==> config.mk <==
export PLATFORM = sky130hd
export DESIGN_NAME = lmc_host
export DESIGN_NICKNAME = d
export VERILOG_FILES = /design/src/lmc_pkg.sv /design/src/lmc_fifo.sv /design/src/lmc_host.sv
export SDC_FILE = /design/constraint.sdc
export NUM_CORES = 1
export LEC_CHECK = 0
export BUFFER_PORTS_ARGS = -buffer_cell sky130_fd_sc_hd__buf_4
export CAP_MARGIN = 20
export CORE_MARGIN = 4
export CORE_UTILIZATION = 35
export CTS_BUF_LIST = sky130_fd_sc_hd__clkbuf_8
export DETAILED_ROUTE_END_ITERATION = 10
export SLEW_MARGIN = 20
export SYNTH_ARGS = -nofsm -noshare
export SYNTH_HDL_FRONTEND = slang
export SYNTH_HIERARCHICAL = 1
export SYNTH_SLANG_ARGS = --single-unit
==> constraint.sdc <==
create_clock -name ref_clk -period 5.2 [get_ports ref_clk]
set_clock_uncertainty 0.15 [all_clocks]
set_input_delay 0 -clock ref_clk [delete_from_list [all_inputs] [get_ports ref_clk]]
set_output_delay 0 -clock ref_clk [all_outputs]
set_load 0.02 [all_outputs]
==> src/lmc_pkg.sv <==
// constants, types and carriers for the transceiver mode controller
//
// Behaviour
// - txd low makes bus dominant, high recessive
// - txd high over 10 us re-enables driver
// - enable high keeps normal mode
// - txd high plus enable fall: silent
// - txd low plus enable fall: sleep
package lmc_pkg;

	////////////////////////////////////////////////////////////////////////
	// timing
	localparam int CLK_HZ          = 20_000_000;   // ref_clk rate
	localparam int CYC_PER_US      = CLK_HZ / 1_000_000;
	// longest time txd may stay low before the device cuts the driver
	localparam int DOM_TIMEOUT_US  = 6000;
	localparam int DOM_CYC         = DOM_TIMEOUT_US * CYC_PER_US;
	// least high time that re-arms the driver; strictly more than 10 us
	localparam int RECOVER_US      = 10;
	localparam int RECOVER_CYC     = RECOVER_US * CYC_PER_US + 1;
	// txd level set up ahead of the enable fall (mode select window)
	localparam int SETUP_US        = 10;
	localparam int SETUP_CYC       = SETUP_US * CYC_PER_US;
	// bit time for 20 kBaud
	localparam int BAUD_RATE       = 20_000;
	localparam int BAUD_CYC        = CLK_HZ / BAUD_RATE;

	////////////////////////////////////////////////////////////////////////
	// field widths and framing
	localparam int DOM_W           = 17;          // holds DOM_CYC
	localparam int GUARD_W         = 8;           // holds RECOVER_CYC
	localparam int SETUP_W         = 8;           // holds SETUP_CYC
	localparam int BAUD_W          = 16;          // holds BAUD_CYC
	localparam int DATA_W          = 8;           // one byte per word
	localparam int FRAME_BITS      = 9;           // 8 data + stop
	localparam int FIFO_DEPTH      = 8;

	////////////////////////////////////////////////////////////////////////
	// types
	typedef enum logic [1:0]
	{
		LMC_MODE_FAILSAFE = 2'h0,
		LMC_MODE_NORMAL   = 2'h1,
		LMC_MODE_SILENT   = 2'h2,
		LMC_MODE_SLEEP    = 2'h3
	} lmc_mode_t;

	// gray along fail-safe -> normal -> setup -> low power
	typedef enum logic [1:0]
	{
		LMC_ST_FAILSAFE = 2'h0,
		LMC_ST_NORMAL   = 2'h1,
		LMC_ST_SETUP    = 2'h3,
		LMC_ST_LOWPWR   = 2'h2
	} lmc_state_t;

	// pins driven toward the transceiver
	typedef struct packed
	{
		logic enable;     // high: normal mode
		logic txd;        // low: dominant bus
	} lmc_pins_t;

	// host-side status
	typedef struct packed
	{
		lmc_mode_t mode;  // mode the device is believed to be in
		logic      in_reset;  // undervoltage reset seen low
		logic      wake;      // remote wake-up seen
		logic      rx_bit;    // registered bus level
	} lmc_status_t;

endpackage

==> src/lmc_fifo.sv <==
// flip-flop fifo with valid and ready on both sides
`timescale 1ns/1ps
module lmc_fifo
	import lmc_pkg::*;
#(
	parameter int WIDTH = DATA_W,
	parameter int DEPTH = FIFO_DEPTH
)
(
	// clock and reset
	input  wire logic             clk,
	input  wire logic             rst_n,
	// filling side
	input  wire logic [WIDTH-1:0] in_data,
	input  wire logic             in_valid,
	output logic                  in_ready,
	// draining side
	output logic [WIDTH-1:0]      out_data,
	output logic                  out_valid,
	input  wire logic             out_ready
);

	localparam int AW = (DEPTH > 1) ? $clog2(DEPTH) : 1;
	localparam int CW = $clog2(DEPTH + 1);

	// whole state in one word
	typedef struct packed
	{
		logic [DEPTH-1:0][WIDTH-1:0] mem;   // storage entries
		logic [AW-1:0]               wp;    // write index
		logic [AW-1:0]               rp;    // read index
		logic [CW-1:0]               cnt;   // words held
		logic                        can_push;  // registered not-full
		logic                        has_data;  // registered not-empty
	} fifo_st_t;

	fifo_st_t s;        // current state
	fifo_st_t next_s;   // next state
	logic     push;     // word accepted
	logic     pop;      // word removed

	////////////////////////////////////////////////////////////////////////
	// ports straight from the state
	assign in_ready  = s.can_push;
	assign out_valid = s.has_data;
	assign out_data  = s.mem[s.rp];

	////////////////////////////////////////////////////////////////////////
	// next state; flags come from the next count so they stay registered
	always_comb
	begin
		next_s = s;
		push   = in_valid && s.can_push;
		pop    = out_ready && s.has_data;
		// write at the tail
		if (push)
		begin
			next_s.mem[s.wp] = in_data;
			next_s.wp = (s.wp == AW'(DEPTH - 1)) ? '0 : s.wp + AW'(1);
		end
		// advance the head
		if (pop)
			next_s.rp = (s.rp == AW'(DEPTH - 1)) ? '0 : s.rp + AW'(1);
		// count follows both
		if (push && !pop)
			next_s.cnt = s.cnt + CW'(1);
		else if (pop && !push)
			next_s.cnt = s.cnt - CW'(1);
		next_s.can_push = (next_s.cnt != CW'(DEPTH));
		next_s.has_data = (next_s.cnt != '0);
	end

	////////////////////////////////////////////////////////////////////////
	// state register
	always_ff @(posedge clk or negedge rst_n)
	begin
		if (!rst_n)
		begin
			s          <= '0;
			s.can_push <= 1'b1;
		end
		else
			s <= next_s;
	end

endmodule

==> src/lmc_host.sv <==
// host controller driving the transceiver's enable and transmit pins
`timescale 1ns/1ps
module lmc_host
	import lmc_pkg::*;
#(
	parameter int DOM_LIMIT = DOM_CYC,     // host-side dominant cut-off
	parameter int BIT_CYC   = BAUD_CYC     // cycles per bus bit
)
(
	// clock and reset
	input  wire logic               ref_clk,
	input  wire logic               reset_n,
	// byte stream to send
	input  wire logic [DATA_W-1:0]  tx_data,
	input  wire logic               tx_valid,
	output logic                    tx_ready,
	// mode requests
	input  wire logic               mode_req,
	input  wire lmc_mode_t          mode_sel,
	// status toward the user
	output lmc_status_t             status,
	output logic                    tx_busy,
	// transceiver pins
	output lmc_pins_t               pins,
	input  wire logic               rxd,
	input  wire logic               undervoltage_reset_n
);

	// whole state in one word
	typedef struct packed
	{
		lmc_state_t          st;      // controller state
		lmc_mode_t           mode;    // believed device mode
		logic                en;      // enable pin
		logic                txd;     // transmit pin
		logic [DATA_W:0]     shift;   // stop bit and data, lsb first
		logic [3:0]          bits;    // bits still to send
		logic [BAUD_W-1:0]   baud;    // bit-time divider
		logic [DOM_W-1:0]    dom;     // cycles txd has been low
		logic [GUARD_W-1:0]  guard;   // forced-high cycles left
		logic [SETUP_W-1:0]  setup;   // mode select window count
		logic                lvl;     // txd level for the enable fall
		logic                wake;    // remote wake-up seen
		logic                rx;      // registered rxd
		logic                in_reset;  // registered reset pin
		logic                busy;    // byte on the wire
	} host_st_t;

	host_st_t              s;          // current state
	host_st_t              next_s;     // next state
	logic                  rst_meta;   // reset release stage one
	logic                  rst_sync;   // reset used by the design
	logic                  tick;       // one-cycle bit enable
	logic                  pop;        // take a byte from the fifo
	logic [DATA_W-1:0]     f_data;     // head byte
	logic                  f_valid;    // head byte present
	logic                  data_lvl;   // txd before the guard

	////////////////////////////////////////////////////////////////////////
	// reset released through two flip-flops
	always_ff @(posedge ref_clk or negedge reset_n)
	begin
		if (!reset_n)
		begin
			rst_meta <= 1'b0;
			rst_sync <= 1'b0;
		end
		else
		begin
			rst_meta <= 1'b1;
			rst_sync <= rst_meta;
		end
	end

	////////////////////////////////////////////////////////////////////////
	// byte buffer; a full fifo holds tx_ready low
	lmc_fifo #(
		.WIDTH (DATA_W),
		.DEPTH (FIFO_DEPTH)
	) u_fifo (
		.clk       (ref_clk),
		.rst_n     (rst_sync),
		.in_data   (tx_data),
		.in_valid  (tx_valid),
		.in_ready  (tx_ready),
		.out_data  (f_data),
		.out_valid (f_valid),
		.out_ready (pop)
	);

	////////////////////////////////////////////////////////////////////////
	// outputs taken from the state
	assign pins    = '{enable: s.en, txd: s.txd};
	assign status  = '{mode: s.mode, in_reset: s.in_reset, wake: s.wake,
		rx_bit: s.rx};
	assign tx_busy = s.busy;

	////////////////////////////////////////////////////////////////////////
	// next state
	always_comb
	begin
		next_s   = s;
		pop      = 1'b0;
		tick     = 1'b0;
		data_lvl = s.lvl;
		// bit-rate divider, free running
		if (s.baud == BAUD_W'(BIT_CYC - 1))
		begin
			next_s.baud = '0;
			tick        = 1'b1;
		end
		else
			next_s.baud = s.baud + BAUD_W'(1);
		next_s.rx       = rxd;
		next_s.in_reset = !undervoltage_reset_n;

		if (!undervoltage_reset_n)
		begin
			next_s.st    = LMC_ST_FAILSAFE;
			next_s.mode  = LMC_MODE_FAILSAFE;
			next_s.en    = 1'b0;
			next_s.bits  = '0;
			next_s.busy  = 1'b0;
			data_lvl     = 1'b1;
		end
		else
		begin
			case (s.st)
				// fail-safe: wait for a normal request
				LMC_ST_FAILSAFE:
				begin
					data_lvl = 1'b1;
					if (!s.rx)
						next_s.wake = 1'b1;
					if (mode_req && mode_sel == LMC_MODE_NORMAL)
					begin
						next_s.en   = 1'b1;
						next_s.st   = LMC_ST_NORMAL;
						next_s.mode = LMC_MODE_NORMAL;
						next_s.wake = 1'b0;
					end
				end
				// normal: serialise bytes, accept low-power requests
				LMC_ST_NORMAL:
				begin
					data_lvl = 1'b1;
					if (s.bits != '0)
					begin
						data_lvl = s.txd;
						if (tick)
						begin
							data_lvl     = s.shift[0];
							next_s.shift = {1'b1, s.shift[DATA_W:1]};
							next_s.bits  = s.bits - 4'h1;
						end
					end
					else if (mode_req && (mode_sel == LMC_MODE_SILENT ||
						mode_sel == LMC_MODE_SLEEP))
					begin
						next_s.lvl   = (mode_sel == LMC_MODE_SILENT);
						next_s.setup = '0;
						next_s.st    = LMC_ST_SETUP;
						next_s.busy  = 1'b0;
					end
					else if (tick && f_valid)
					begin
						// start bit goes out now
						pop          = 1'b1;
						data_lvl     = 1'b0;
						next_s.shift = {1'b1, f_data};
						next_s.bits  = 4'(FRAME_BITS);
						next_s.busy  = 1'b1;
					end
					else if (tick)
						next_s.busy = 1'b0;
				end
				// hold the select level, then drop enable
				LMC_ST_SETUP:
				begin
					data_lvl = s.lvl;
					if (s.setup == SETUP_W'(SETUP_CYC - 1))
					begin
						next_s.en   = 1'b0;
						next_s.st   = LMC_ST_LOWPWR;
						next_s.mode = s.lvl ? LMC_MODE_SILENT : LMC_MODE_SLEEP;
					end
					else
						next_s.setup = s.setup + SETUP_W'(1);
				end
				// silent or sleep: watch for wake, allow normal
				LMC_ST_LOWPWR:
				begin
					data_lvl = 1'b1;
					if (!s.rx)
					begin
						next_s.wake = 1'b1;
						next_s.st   = LMC_ST_FAILSAFE;
						next_s.mode = LMC_MODE_FAILSAFE;
					end
					if (mode_req && mode_sel == LMC_MODE_NORMAL)
					begin
						next_s.en   = 1'b1;
						next_s.st   = LMC_ST_NORMAL;
						next_s.mode = LMC_MODE_NORMAL;
					end
				end
				default:
					next_s.st = LMC_ST_FAILSAFE;
			endcase
		end

		if (s.guard != '0)
		begin
			next_s.guard = s.guard - GUARD_W'(1);
			next_s.txd   = 1'b1;
		end
		else if (!s.txd && s.dom >= DOM_W'(DOM_LIMIT - 1))
		begin
			next_s.guard = GUARD_W'(RECOVER_CYC - 1);
			next_s.txd   = 1'b1;
		end
		else
			next_s.txd = data_lvl;
		// low-time counter follows the pin itself
		next_s.dom = s.txd ? '0 : s.dom + DOM_W'(1);
	end

	////////////////////////////////////////////////////////////////////////
	// state register; txd idles high so the bus stays recessive
	always_ff @(posedge ref_clk or negedge rst_sync)
	begin
		if (!rst_sync)
		begin
			s     <= '0;
			s.txd <= 1'b1;
			s.rx  <= 1'b1;
			s.lvl <= 1'b1;
		end
		else
			s <= next_s;
	end

endmodule

# == Word-level counts from Yosys, hierarchy flattened ==
# Cells that the tools add are included.
# totals
reg_bits,151
input_bits,16
output_inout_bits,9
wordCells,162
# op_classes
n_addsub,9
magnitude_cmp,4
eq_ne,30
n_mux,56
n_bitwise,1
reduce_logical,32
# ops
operator,count
$bwmux 64,1
$mux 13,4
$mux 8,5
$bmux 8 s3,1
$demux 8 s3,1
$mux 1,22
$ne 3x3->1 const B,7
$mux 4,5
$mux 5,4
$mux 9,2
$add 17x1->17 const B,1
$ge 17x17->1 const B,1
$mux 17,1
$add 16x1->16 const B,1
$eq 16x10->1 const B,1
$mux 16,1
$pmux 8 s2,1
$reduce_and 4->1,4
$reduce_and 5->1,3
$ne 2x2->1 const B,6
$logic_and 1x1->1,9
$pmux 3 s3,1
$add 8x1->8 const B,1
$eq 2x2->1 const B,4
29 further kinds,45

# == Depth between registers and ports, before layout ==
# Gate-level depths: netlist (run 1).
# depth
ltp_word,13
mapped_depth,10
mapped_depth_nobuf,10

# == Cells and area by module ==
# Netlist (run 1), hierarchy kept.
# by_module_without_submodules
mod,n_inst,cells_each,area_per_inst_um2,seq_area_each_um2
lmc_host,1,422,4062.6,1880.6
lmc_fifo,1,244,3636.0,1903.1

# == Least setup slack after synthesis (run 1) ==
# OpenSTA, ideal clock, no wires.
# synth_path
kind,reg2reg
startpoint,"register, netlist name s[41]"
endpoint,register u_fifo.s (netlist bit u_fifo/in_ready)
arrival_time_ns,2.800
slack_ns,2.156
path_stages_with_launch,8
path_buffers,0
cell_sequence,dfrtp_1 > or4b_4 > or4_1 > nor3_1 > nand2_1 > nor4_1 > nor3_1 > or4b_1
# synth_rtl
element,line,text
end signal: assignment,lmc_fifo.sv:83,s <= next_s;
end: declaration,lmc_fifo.sv:37,fifo_st_t s;

==> results of run 1 <==
worst max path at each step:
stage | start | end | slack [ns]
after global routing | s[41] | u_fifo/in_ready | 1.53
final | s[41] | u_fifo/in_ready | 1.76
after detailed placement | s[41] | u_fifo/in_ready | 1.76
after CTS | s[41] | u_fifo/in_ready | 1.75
after global placement | s[41] | u_fifo/in_ready | 1.88
after floorplan | rst_sync | pins[1] | 0.54
where the power goes:
group	switching [W]	internal (W)	total (W)
Combinational	0.000362	0.000490	0.000851
Clock	0.000513	0.000399	0.000912
Sequential	0.000202	0.00149	0.00169
Total	0.00108	0.00238	0.00345
cell families after synthesis:
| group | count (synthesis) | share of synthesized area (%) |
|---|---|---|
| buf+inv | 50 | 3.40 |
| fa+ha+maj | 17 | 2.76 |
| flops | 151 | 49.1 |
| other cells | 1 | 0.0487 |
| simple gates | 241 | 16.9 |
| xor+xnor | 29 | 3.30 |
| mux | 107 | 18.2 |
| compound gates | 70 | 6.24 |
routing by layer:
layer / vias to the layer above / part of all wire, % / track usage [%]
met5: - / 0 / 0
met1: 2557 / 49 / 17.4
met3: 18 / 2.9 / 3.13
met2: 58 / 47 / 21.2
li1: 2473 / - / -
met4: 0 / 1.3 / 3.93
metrics by stage:
stage                     cells  hold WS (ns)  power (W)
after global routing        988        0.0306    0.00367
after CTS                   987        0.0174    0.00349
after detailed placement    936        -0.367    0.00255
after floorplan             666        -0.446    0.00235
final                       988        0.0376    0.00345
after global placement      936        -0.367    0.00252
cell type report:
cell class                      count  area, um2  share of cell area [%]
Multi-Input combinational cell    465       3660                    42.0
Clock buffer                       17        234                    2.69
Inverter                           17       77.6                   0.892
Timing Repair Buffer               48        440                    5.06
Clock inverter                     15        159                    1.83
Sequential cell                   151       3790                    43.5
Tap cell                          275        344                    3.95
state kept, by name, indices dropped and copies added, names as in the netlist:
name              cells
s                    65
u_fifo/in_ready       1
status                5
rst_sync              1
pins                  2
u_fifo/out_valid      1
rst_meta              1
u_fifo/s             74
tx_busy               1
placed cells by master, fill, tap and decap left out, types with 5 or more instances in the layout:
cell type,instances
mux2_4,8
nand3_1,19
nand2_1,72
nand4_1,8
o21a_1,5
or3_1,13
dlygate4sd3_1,19
dfrtp_1,146
mux2i_1,9
mux2_1,24
nor4_1,13
ha_1,17
o21ai_0,12
clkbuf_8,17
and3_1,5
or4_1,9
nor2_1,35
xnor2_1,14
or2_2,5
o31ai_1,6
a31oi_1,6
mux4_2,16
xor2_1,15
a21oi_1,14
nand2b_1,12
mux2_2,50
inv_1,16
inv_6,5
nor3_1,14
buf_4,27
and2_1,6
repair_timing:
action	4_1_cts	5_1_grt
endpoints found under the setup margin	0	0
hold buffers	19	0
endpoints found under the hold margin	86	0
==> out/summary.txt, run 1 <==
outcome - finished, final reports clean
# IOs - 25
IR Drop Worst-Case VDD - 0.276 mV
I/O Buffers - 24
Highest Clock Rate - 291 MHz
Slew headroom - 41.5%
top cell type's share of synthesized area - 47.8%
die area - 24400 um2
Top delay family on crit path - simple AND/OR/NAND/NOR gates
final WL - 15100 um
Buffers & Inverters on Critical Path - 0
end of the worst register-to-register path - u_fifo/in_ready
Initial Utilization - 36.1%
Area Overhead vs Synth - 13.0%
post-CTS sizing - 0
Ant. Diodes - 0
Hold Vio Cnt, Final - 0
synthesized flop and latch total - 151
post-route minimum period - 3.44 ns
ANT nets after route - 0
global route overflow - 0
Synth Instances - 666
CP arrival - 3.67 ns
Slew @ Worst Pin - 0.867 ns
most frequent cell after synthesis - dfrtp_1
Reg2Reg Launch Point - s[41]
crit path max fanout - 6
largest net degree at the start of global routing - 77
layout cell share with drive strength beyond 1 - 22.6%
RSZ-0062 raised after global routing - false
Cell Area, Synth - 7700 um2
Cell Pwr Density - 397 nW/um2
Final TNS setup - 0 ns
worst-path cell chain - or4b_4, or4_1, nor3_1, nand2_1, nor4_1, nor3_1, or4b_1
fillcell total - 2036
Pre-antenna DRT Iters - 4
Starting DRT DRC Count - 285
Min-Delay Endpoint - status[0]
post-route cell area - 8700 um2
Post-synth ARST share - 100%
clk root buf - clkbuf_8
CTS Sinks - 151
final-report setup violation count - 0
Vias/cell - 5.17
area leader, netlist - dfrtp_1
Worst path depth - 7
initial antenna violation count - 0
CTS tree - built
Setup Slack @ Placement - 1.76 ns
CTS clk-pin slew, worst paths - 0.09 ns
Post-synth EDFFs - 0
r2r setup slk - 1.76 ns
Die Y - 156 um
placed inst area - 8090 um2
Syn Nets - 699
GP Congestion - 0.820
clk_lat worst skew - 0.47 ns
HP Class - in2reg
GRT Overall Usage - 13.0%
Layout Nets - 733
fin util - 40.7%
fin worst setup slack - 1.76 ns
syn avg cell area - 11.6 um2
Most used DFF post-synth - dfrtp_1
WL/cell - 15.3 um
final slew viol count - 0
Worst path max stage delay - 0.55 ns
DRC - 0
Die W - 156 um
via count - 5106
post-CTS setup buffers - 0
Synth top cells by count - dfrtp_1 (147), nand2_1 (72), mux2_2 (50), nor2_1 (35), mux2_1 (24)
# rows - 53
CP most frequent cell - nor3_1
CTS buffer count - 17
vias in the first global route - 5225
reg2reg path depth - 7
period utilization - 66.1%
CP Class - reg2reg
Max-cap violations - 0
top cells by area, synth - dfrtp_1 (48%), mux2_2 (7.3%), mux4_2 (4.7%), nand2_1 (3.5%), mux2_1 (3.5%)
first-pass GRT wire length - 25900 um
CP Launch Type - flop
CP max stage cell - or4b_4
Critical Path Sink Type - flop
post-DP HPWL - 9770 um
Ys Warns - 6
worst hold start - rxd
Worst Hold Path Cells - 2
Leakage - 3.68 nW
Yosys cell types - 75
Core ar. - 21400 um2
register area share after synthesis - 49.1%
htree depth - 4
clock tree buffer depth - 2
Worst EP required - 5.43 ns
Note: power is estimated with default switching activity, not from simulation.
==> run 2, diff against run 1 <==
--- a/config.mk
+++ b/config.mk
@@ -5,6 +5,7 @@
 export SDC_FILE = /design/constraint.sdc
 export NUM_CORES = 1
 export LEC_CHECK = 0
+export ABC_AREA = 1
 export BUFFER_PORTS_ARGS = -buffer_cell sky130_fd_sc_hd__buf_4
 export CAP_MARGIN = 20
 export CORE_MARGIN = 4
==> constraint.sdc (replaced) <==
create_clock -name ref_clk -period 3.1 [get_ports ref_clk]
set_clock_uncertainty 0.15 [all_clocks]
set_input_delay 0 -clock ref_clk [delete_from_list [all_inputs] [get_ports ref_clk]]
set_output_delay 0 -clock ref_clk [all_outputs]
set_load 0.02 [all_outputs]
==> run 2 against run 1 <==
Against the previous run:
- worst hold slack better by 0.021 ns
- power up 81%
- setup slack worse by 1.3 ns
- core utilization down 1.2 points
- cell count up 35%
- sequential power up 69%
- sequential share of layout area down 1.2 points
- routed wire length up 15%
- critical path depth up 6
- global-route usage up 1.1 points
- sequential cell count unchanged
==> out/summary.txt, run 2 <==
# rows - 55 (+3.8%)
Area Overhead vs Synth - 11.4%
Highest Clock Rate - 381 MHz (+31%)
Die Y - 160 um (+2.1%)
Most used DFF post-synth - dfrtp_1
fillcell total - 2326 (+14%)
CTS buffer count - 17 (unchanged)
final WL - 17300 um (+15%)
synthesized flop and latch total - 151 (unchanged)
worst hold start - rxd
hold buffer count at cts - 19 (unchanged)
CP Launch Type - flop
Pint - 0.00389 W (+64%)
Syn Nets - 1039 (+49%)
Sw Pwr - 0.00237 W (+120%)
Yosys cell types - 43 (-43%)
IR Drop Worst-Case VDD - 0.342 mV (+24%)
Post-synth EDFFs - 0 (unchanged)
Worst EP required - 3.27 ns (-2.16 ns)
CP max stage cell - dfrtp_1
htree depth - 4 (unchanged)
crit path max fanout - 17 (+11)
max reg flops - 74 (unchanged)
post-CTS setup buffers - 0 (unchanged)
Clock Power Share - 23.6% (-2.8 points)
top cell type's share of synthesized area - 45.7% (-2.0 points)
Initial Utilization - 35.5% (-0.54 points)
CP arrival - 2.80 ns (-0.87 ns)
CTS Sinks - 151 (unchanged)
Layout Nets - 1073 (+46%)
Starting DRT DRC Count - 532 (+87%)
outcome - finished, final reports clean
register area share after synthesis - 47.1% (-2.1 points)
Cell Area, Synth - 8040 um2 (+4.5%)
HP Class - in2reg
GP Congestion - 0.821 (about the same)
I/O Buffers - 24 (unchanged)
WL/cell - 13.0 um (-15%)
layout cell share with drive strength beyond 1 - 12.8% (-9.8 points)
worst setup path startpoint - s[54]
initial antenna violation count - 0 (unchanged)
Pre-antenna DRT Iters - 5 (+1)
commonest cells after routing, fill and taps aside - nand2_1 (264), dfrtp_1 (146), nor2_1 (124), inv_1 (85), o21ai_0 (75)
Vias/cell - 4.85 (-6.2%)
Die W - 160 um (+2.1%)
Cell Pwr Density - 699 nW/um2 (+76%)
die area - 25500 um2 (+4.2%)
Critical Path Sink Type - flop
Leakage - 4.34 nW (+18%)
global route overflow - 0 (unchanged)
clk_lat worst skew - 0.45 ns (-0.02 ns)
combinational power share - 31.0% (+6.3 points)
CTS tree - built
final slew viol count - 0 (unchanged)
Fin Hold WS - 0.0586 ns (+0.0210 ns)
clock tree buffer depth - 2 (unchanged)
RSZ-0062 raised after global routing - false
vias in the first global route - 6168 (+18%)
period utilization - 84.6% (+19 points)
post-DP HPWL - 11400 um (+17%)
DRC - 0 (unchanged)
via count - 6484 (+27%)
post-route minimum period - 2.62 ns (-0.813 ns)
CP Class - reg2reg
Slew headroom - 56.4% (+15 points)
area leader, netlist - dfrtp_1
Reg area - 3790 um2 (unchanged)
ANT nets after route - 0 (unchanged)
Ys Warns - 6 (unchanged)
syn avg cell area - 7.99 um2 (-31%)
Reg power frac - 45.5% (-3.4 points)
Slew @ Worst Pin - 0.654 ns (-0.213 ns)
Core ar. - 22600 um2 (+6.0%)
post-CTS sizing - 0 (unchanged)
Post-synth ARST share - 100% (unchanged)
Worst path max stage delay - 0.39 ns (-0.16 ns)
final-report setup violation count - 0 (unchanged)
most frequent cell after synthesis - nand2_1
first-pass GRT wire length - 30300 um (+17%)
footprint of the multi-input gates - 3640 um2 (-0.58%)
CTS clk-pin slew, worst paths - 0.09 ns (about the same)
Synth top cells by count - nand2_1 (264), dfrtp_1 (147), nor2_1 (124), inv_1 (85), o21ai_0 (75)
Max-cap violations - 0 (unchanged)
Worst Hold Path Cells - 2 (unchanged)
top cells by area, synth - dfrtp_1 (46%), nand2_1 (12%), nor2_1 (5.8%), o21ai_0 (4.7%), inv_1 (4.0%)
Final TNS setup - 0 ns (unchanged)
# IOs - 25 (unchanged)
Sw Share - 37.9% (+6.7 points)
Hold Vio Cnt, Final - 0 (unchanged)
largest net degree at the start of global routing - 48 (-38%)
GRT Overall Usage - 14.2% (+1.1 points)
Synth Instances - 1006 (+51%)
clk root buf - clkbuf_8
largest register by flop count - u_fifo/s
worst-path cell chain - inv_1, ha_1, nand2_4, nor2_8, inv_2, nor3_1, nand2_2, inv_1, nand2_1, nand3_1, nand2_1, nor2_1, nand3_1
most common cell after layout, fill and taps aside - nand2_1
reg2reg path depth - 13 (+6)
Ant. Diodes - 0 (unchanged)
Reg2Reg Launch Point - s[54]
run 2: logic make-up (layout without fill, tap and decap cells):
logic type                 after synthesis  count (layout)  synth area share [%]
buffers and inverters                  131             178                  7.72
AOI/OAI and AO/OA                      175             175                  12.0
adders and majority gates               17              17                  2.65
DFF                                    151             151                  47.1
other                                    1               1                0.0466
xor gates and xnor gates                13              13                  1.42
and+or+nand+nor                        518             518                  29.1
run 2: final timing paths:
check                           slack, ns                to
worst max register to register       0.48  u_fifo/out_valid
worst min register to register       0.21              s[8]
worst min-delay path                 0.06         status[0]
max in group asynchronous            1.70   u_fifo/in_ready
worst max-delay path                 0.48  u_fifo/out_valid
min in group asynchronous            0.21              s[8]
run 2: power groups by stage:
stage          clock network (W)  registers, W  logic [W]
6_report                 0.00148       0.00285    0.00194
5_1_grt                  0.00162       0.00292    0.00225
4_1_cts                  0.00153       0.00284    0.00195
3_5_place_dp                   0       0.00288    0.00191
3_3_place_gp                   0       0.00287    0.00188
2_1_floorplan                  0       0.00282    0.00162
run 2: final cells by class:
class	count	share of cell area [%]
clock buffers	17	2.61
repair buffers	50	4.86
flip-flops and latches	151	42.3
clock inverters	15	1.63
well taps	285	3.98
inverters	96	4.02
multi-input cells	724	40.6
run 2: critical path: cells and delay by family (launching register included):
kind	cells	cell delay [ns]
fa+ha+maj	1	0.23
buf+inv	3	0.47
flops	1	0.39
simple gates	9	1.27
run 2: stage by stage:
stage	setup WS [ns]	instances	area (um2)	utilization, %	total power, W
detailed placement	0.490	1287	8390	37.0	0.00479
global placement	0.545	1287	8390	37.0	0.00474
global route	0.202	1338	8960	39.6	0.00679
floorplan	0.450	1006	8040	-	0.00444
finish	0.477	1338	8960	39.6	0.00626
CTS	0.469	1338	8960	39.6	0.00633
run 2: metal layers:
metal | share of wire [%] | vias to the layer above | routed length, um | GRT usage (%)
met4 | 1.2 | 0 | 208 | 3.71
li1 | - | 3315 | - | -
met1 | 49 | 3048 | 8510 | 19.9
met5 | 0 | - | 0 | 0
met3 | 4.4 | 12 | 770 | 3.11
met2 | 45 | 109 | 7860 | 22.2
==> run 3, diff against run 2 <==
--- a/config.mk
+++ b/config.mk
@@ -5,7 +5,7 @@
 export SDC_FILE = /design/constraint.sdc
 export NUM_CORES = 1
 export LEC_CHECK = 0
-export ABC_AREA = 1
+export ABC_AREA = 0
 export BUFFER_PORTS_ARGS = -buffer_cell sky130_fd_sc_hd__buf_4
 export CAP_MARGIN = 20
 export CORE_MARGIN = 4
==> constraint.sdc (replaced) <==
create_clock -name ref_clk -period 2.2 [get_ports ref_clk]
set_clock_uncertainty 0.15 [all_clocks]
set_input_delay 0 -clock ref_clk [delete_from_list [all_inputs] [get_ports ref_clk]]
set_output_delay 0 -clock ref_clk [all_outputs]
set_load 0.02 [all_outputs]
==> run 3 against run 2 <==
Against the previous run:
- die area fell by 4.1%
- the flow now finishes with violations (setup timing)
- critical endpoint is now s[58]
- maximum frequency fell by 9.5%
- setup slack got worse by 1.2 ns
- highest routed layer unchanged
==> out/summary.txt, run 3 (same netlist as run 1, synthesis figures left out) <==
DRC - 0 (unchanged)
worst-path cell chain - or4b_4, buf_4, buf_6, buf_6, or4_4, or3_4, buf_6, mux2_4
CP Launch Type - flop
GP Congestion - 0.785 (-4.4%)
Worst EP required - 2.38 ns (-0.89 ns)
max reg flops - 74 (unchanged)
failing checks - setup timing
Initial Utilization - 36.1% (+0.54 points)
Reg2Reg Launch Point - s[53]
Vias/cell - 5.09 (+4.9%)
worst hold start - rxd
Pint - 0.00588 W (+51%)
HP Class - in2reg
Setup Slack @ Placement - -0.678 ns (-1.17 ns)
Worst path max stage delay - 0.53 ns (+0.14 ns)
Leakage - 4.25 nW (-2.0%)
total power - 0.00856 W (+37%)
# rows - 53 (-3.6%)
combinational power share - 28.8% (-2.2 points)
GRT Overall Usage - 14.3% (+0.12 points)
Highest Clock Rate - 345 MHz (-9.5%)
Top delay family on crit path - simple AND/OR/NAND/NOR gates
clk root buf - clkbuf_8
via count - 5513 (-15%)
CTS Sinks - 151 (unchanged)
Starting DRT DRC Count - 277 (-48%)
IR Drop Worst-Case VDD - 0.595 mV (+74%)
reg2reg path depth - 8 (-5)
r2r setup slk - -0.70 ns (-1.18 ns)
Sw Share - 31.4% (-6.5 points)
initial antenna violation count - 0 (unchanged)
final-report setup violation count - 27 (+27)
Slew headroom - 63.9% (+7.4 points)
crit path max fanout - 5 (-12)
Cell Pwr Density - 883 nW/um2 (+26%)
Critical Path Sink Type - flop
largest register by flop count - u_fifo/s
die area - 24400 um2 (-4.1%)
Hold Vio Cnt, Final - 0 (unchanged)
placed inst area - 8810 um2 (+5.1%)
Sw Pwr - 0.00268 W (+13%)
period utilization - 132% (+47 points)
Slew @ Worst Pin - 0.542 ns (-0.112 ns)
Core ar. - 21400 um2 (-5.7%)
Pre-antenna DRT Iters - 5 (unchanged)
final slew viol count - 0 (unchanged)
Buffers & Inverters on Critical Path - 4 (+1)
post-DP HPWL - 11000 um (-3.6%)
CP Class - reg2reg
Worst Hold Path Cells - 2 (unchanged)
global route overflow - 0 (unchanged)
RSZ-0062 raised after global routing - true
final WL - 16600 um (-4.5%)
fillcell total - 1952 (-16%)
end of the worst register-to-register path - s[58]
Die W - 156 um (-2.0%)
WL/cell - 15.3 um (+18%)
post-route minimum period - 2.90 ns (+0.277 ns)
Layout Nets - 829 (-23%)
# IOs - 25 (unchanged)
clock tree buffer depth - 2 (unchanged)
outcome - finished, violations left
Clock Power Share - 25.1% (+1.5 points)
CTS buffer count - 17 (unchanged)
layout cell share with drive strength beyond 1 - 35.0% (+22 points)
I/O Buffers - 24 (unchanged)
Max-cap violations - 0 (unchanged)
post-route cell area - 9700 um2 (+8.2%)
first-pass GRT wire length - 28200 um (-6.8%)
vias in the first global route - 5612 (-9.0%)
commonest cells after routing, fill and taps aside - dfrtp_1 (146), buf_4 (107), nand2_1 (71), mux2_2 (50), nor2_1 (33)
fin util - 45.4% (+5.8 points)
CP arrival - 3.08 ns (+0.28 ns)
most common cell after layout, fill and taps aside - dfrtp_1
Ant. Diodes - 0 (unchanged)
Area Overhead vs Synth - 25.9%
CP max stage cell - or4b_4
Reg power frac - 46.1% (+0.6 points)
CTS clk-pin slew, worst paths - 0.09 ns (about the same)
htree depth - 4 (unchanged)
CTS tree - built
clk_lat worst skew - 0.46 ns (about the same)
Min-Delay Endpoint - status[0]
ANT nets after route - 0 (unchanged)
Die Y - 156 um (-2.0%)
CP most frequent cell - buf_6
fin worst setup slack - -0.700 ns (-1.18 ns)
largest net degree at the start of global routing - 58 (+21%)
run 3: how the worst max path moves through the flow:
stage,startpoint,to,slack (ns),cells past startpoint
5_1_grt,s[53],u_fifo/in_ready,-0.76,9
3_3_place_gp,s[53],u_fifo/in_ready,-0.65,8
2_1_floorplan,s[53],u_fifo/in_ready,-0.59,8
6_report,s[53],s[58],-0.70,8
3_5_place_dp,s[53],u_fifo/in_ready,-0.68,8
4_1_cts,s[53],u_fifo/in_ready,-0.61,8
run 3: layout make-up:
cell class,count,area [um2],share of cell area [%]
Multi-Input combinational cell,466,3870,39.9
Inverter,17,77.6,0.800
Clock inverter,15,154,1.59
Sequential cell,151,3790,39.1
Timing Repair Buffer,143,1230,12.7
Tap cell,275,344,3.55
Clock buffer,17,234,2.41
run 3: power groups by stage:
| stage | Sequential (W) | Combinational (W) | Clock, W |
|---|---|---|---|
| after global routing | 0.00404 | 0.00272 | 0.00231 |
| after floorplan | 0.00391 | 0.00165 | 0 |
| after detailed placement | 0.00400 | 0.00233 | 0 |
| after global placement | 0.00397 | 0.00228 | 0 |
| after CTS | 0.00395 | 0.00244 | 0.00222 |
| final | 0.00395 | 0.00247 | 0.00215 |
run 3: metal layers:
layer	wire length (um)	vias up	share of wire [%]	GRT usage, %
met4	250	0	1.5	5.45
met2	7810	92	47	22.5
met5	0	-	0	0
met1	7930	2744	48	19.8
li1	-	2661	-	-
met3	571	16	3.4	2.32
run 3: what timing repair did:
| action | CTS | global route |
|---|---|---|
| endpoints found under the setup margin | 26 | 32 |
| hold endpoints to repair | 86 | 0 |
| resized for setup | 31 | 9 |
| gates cloned | 1 | 1 |
| setup buffers | 14 | 4 |
| hold buffers | 17 | 0 |
| pin swaps | 16 | 8 |
run 3: through the flow:
step / setup TNS, ns / cells / hold WS, ns
floorplan: -5.20 / 666 / -0.446
finish: -12.42 / 1084 / 0.0436
global route: -14.22 / 1084 / 0.0230
CTS: -9.65 / 1079 / 0.0107
global placement: -7.87 / 1019 / -0.366
detailed placement: -8.52 / 1019 / -0.364
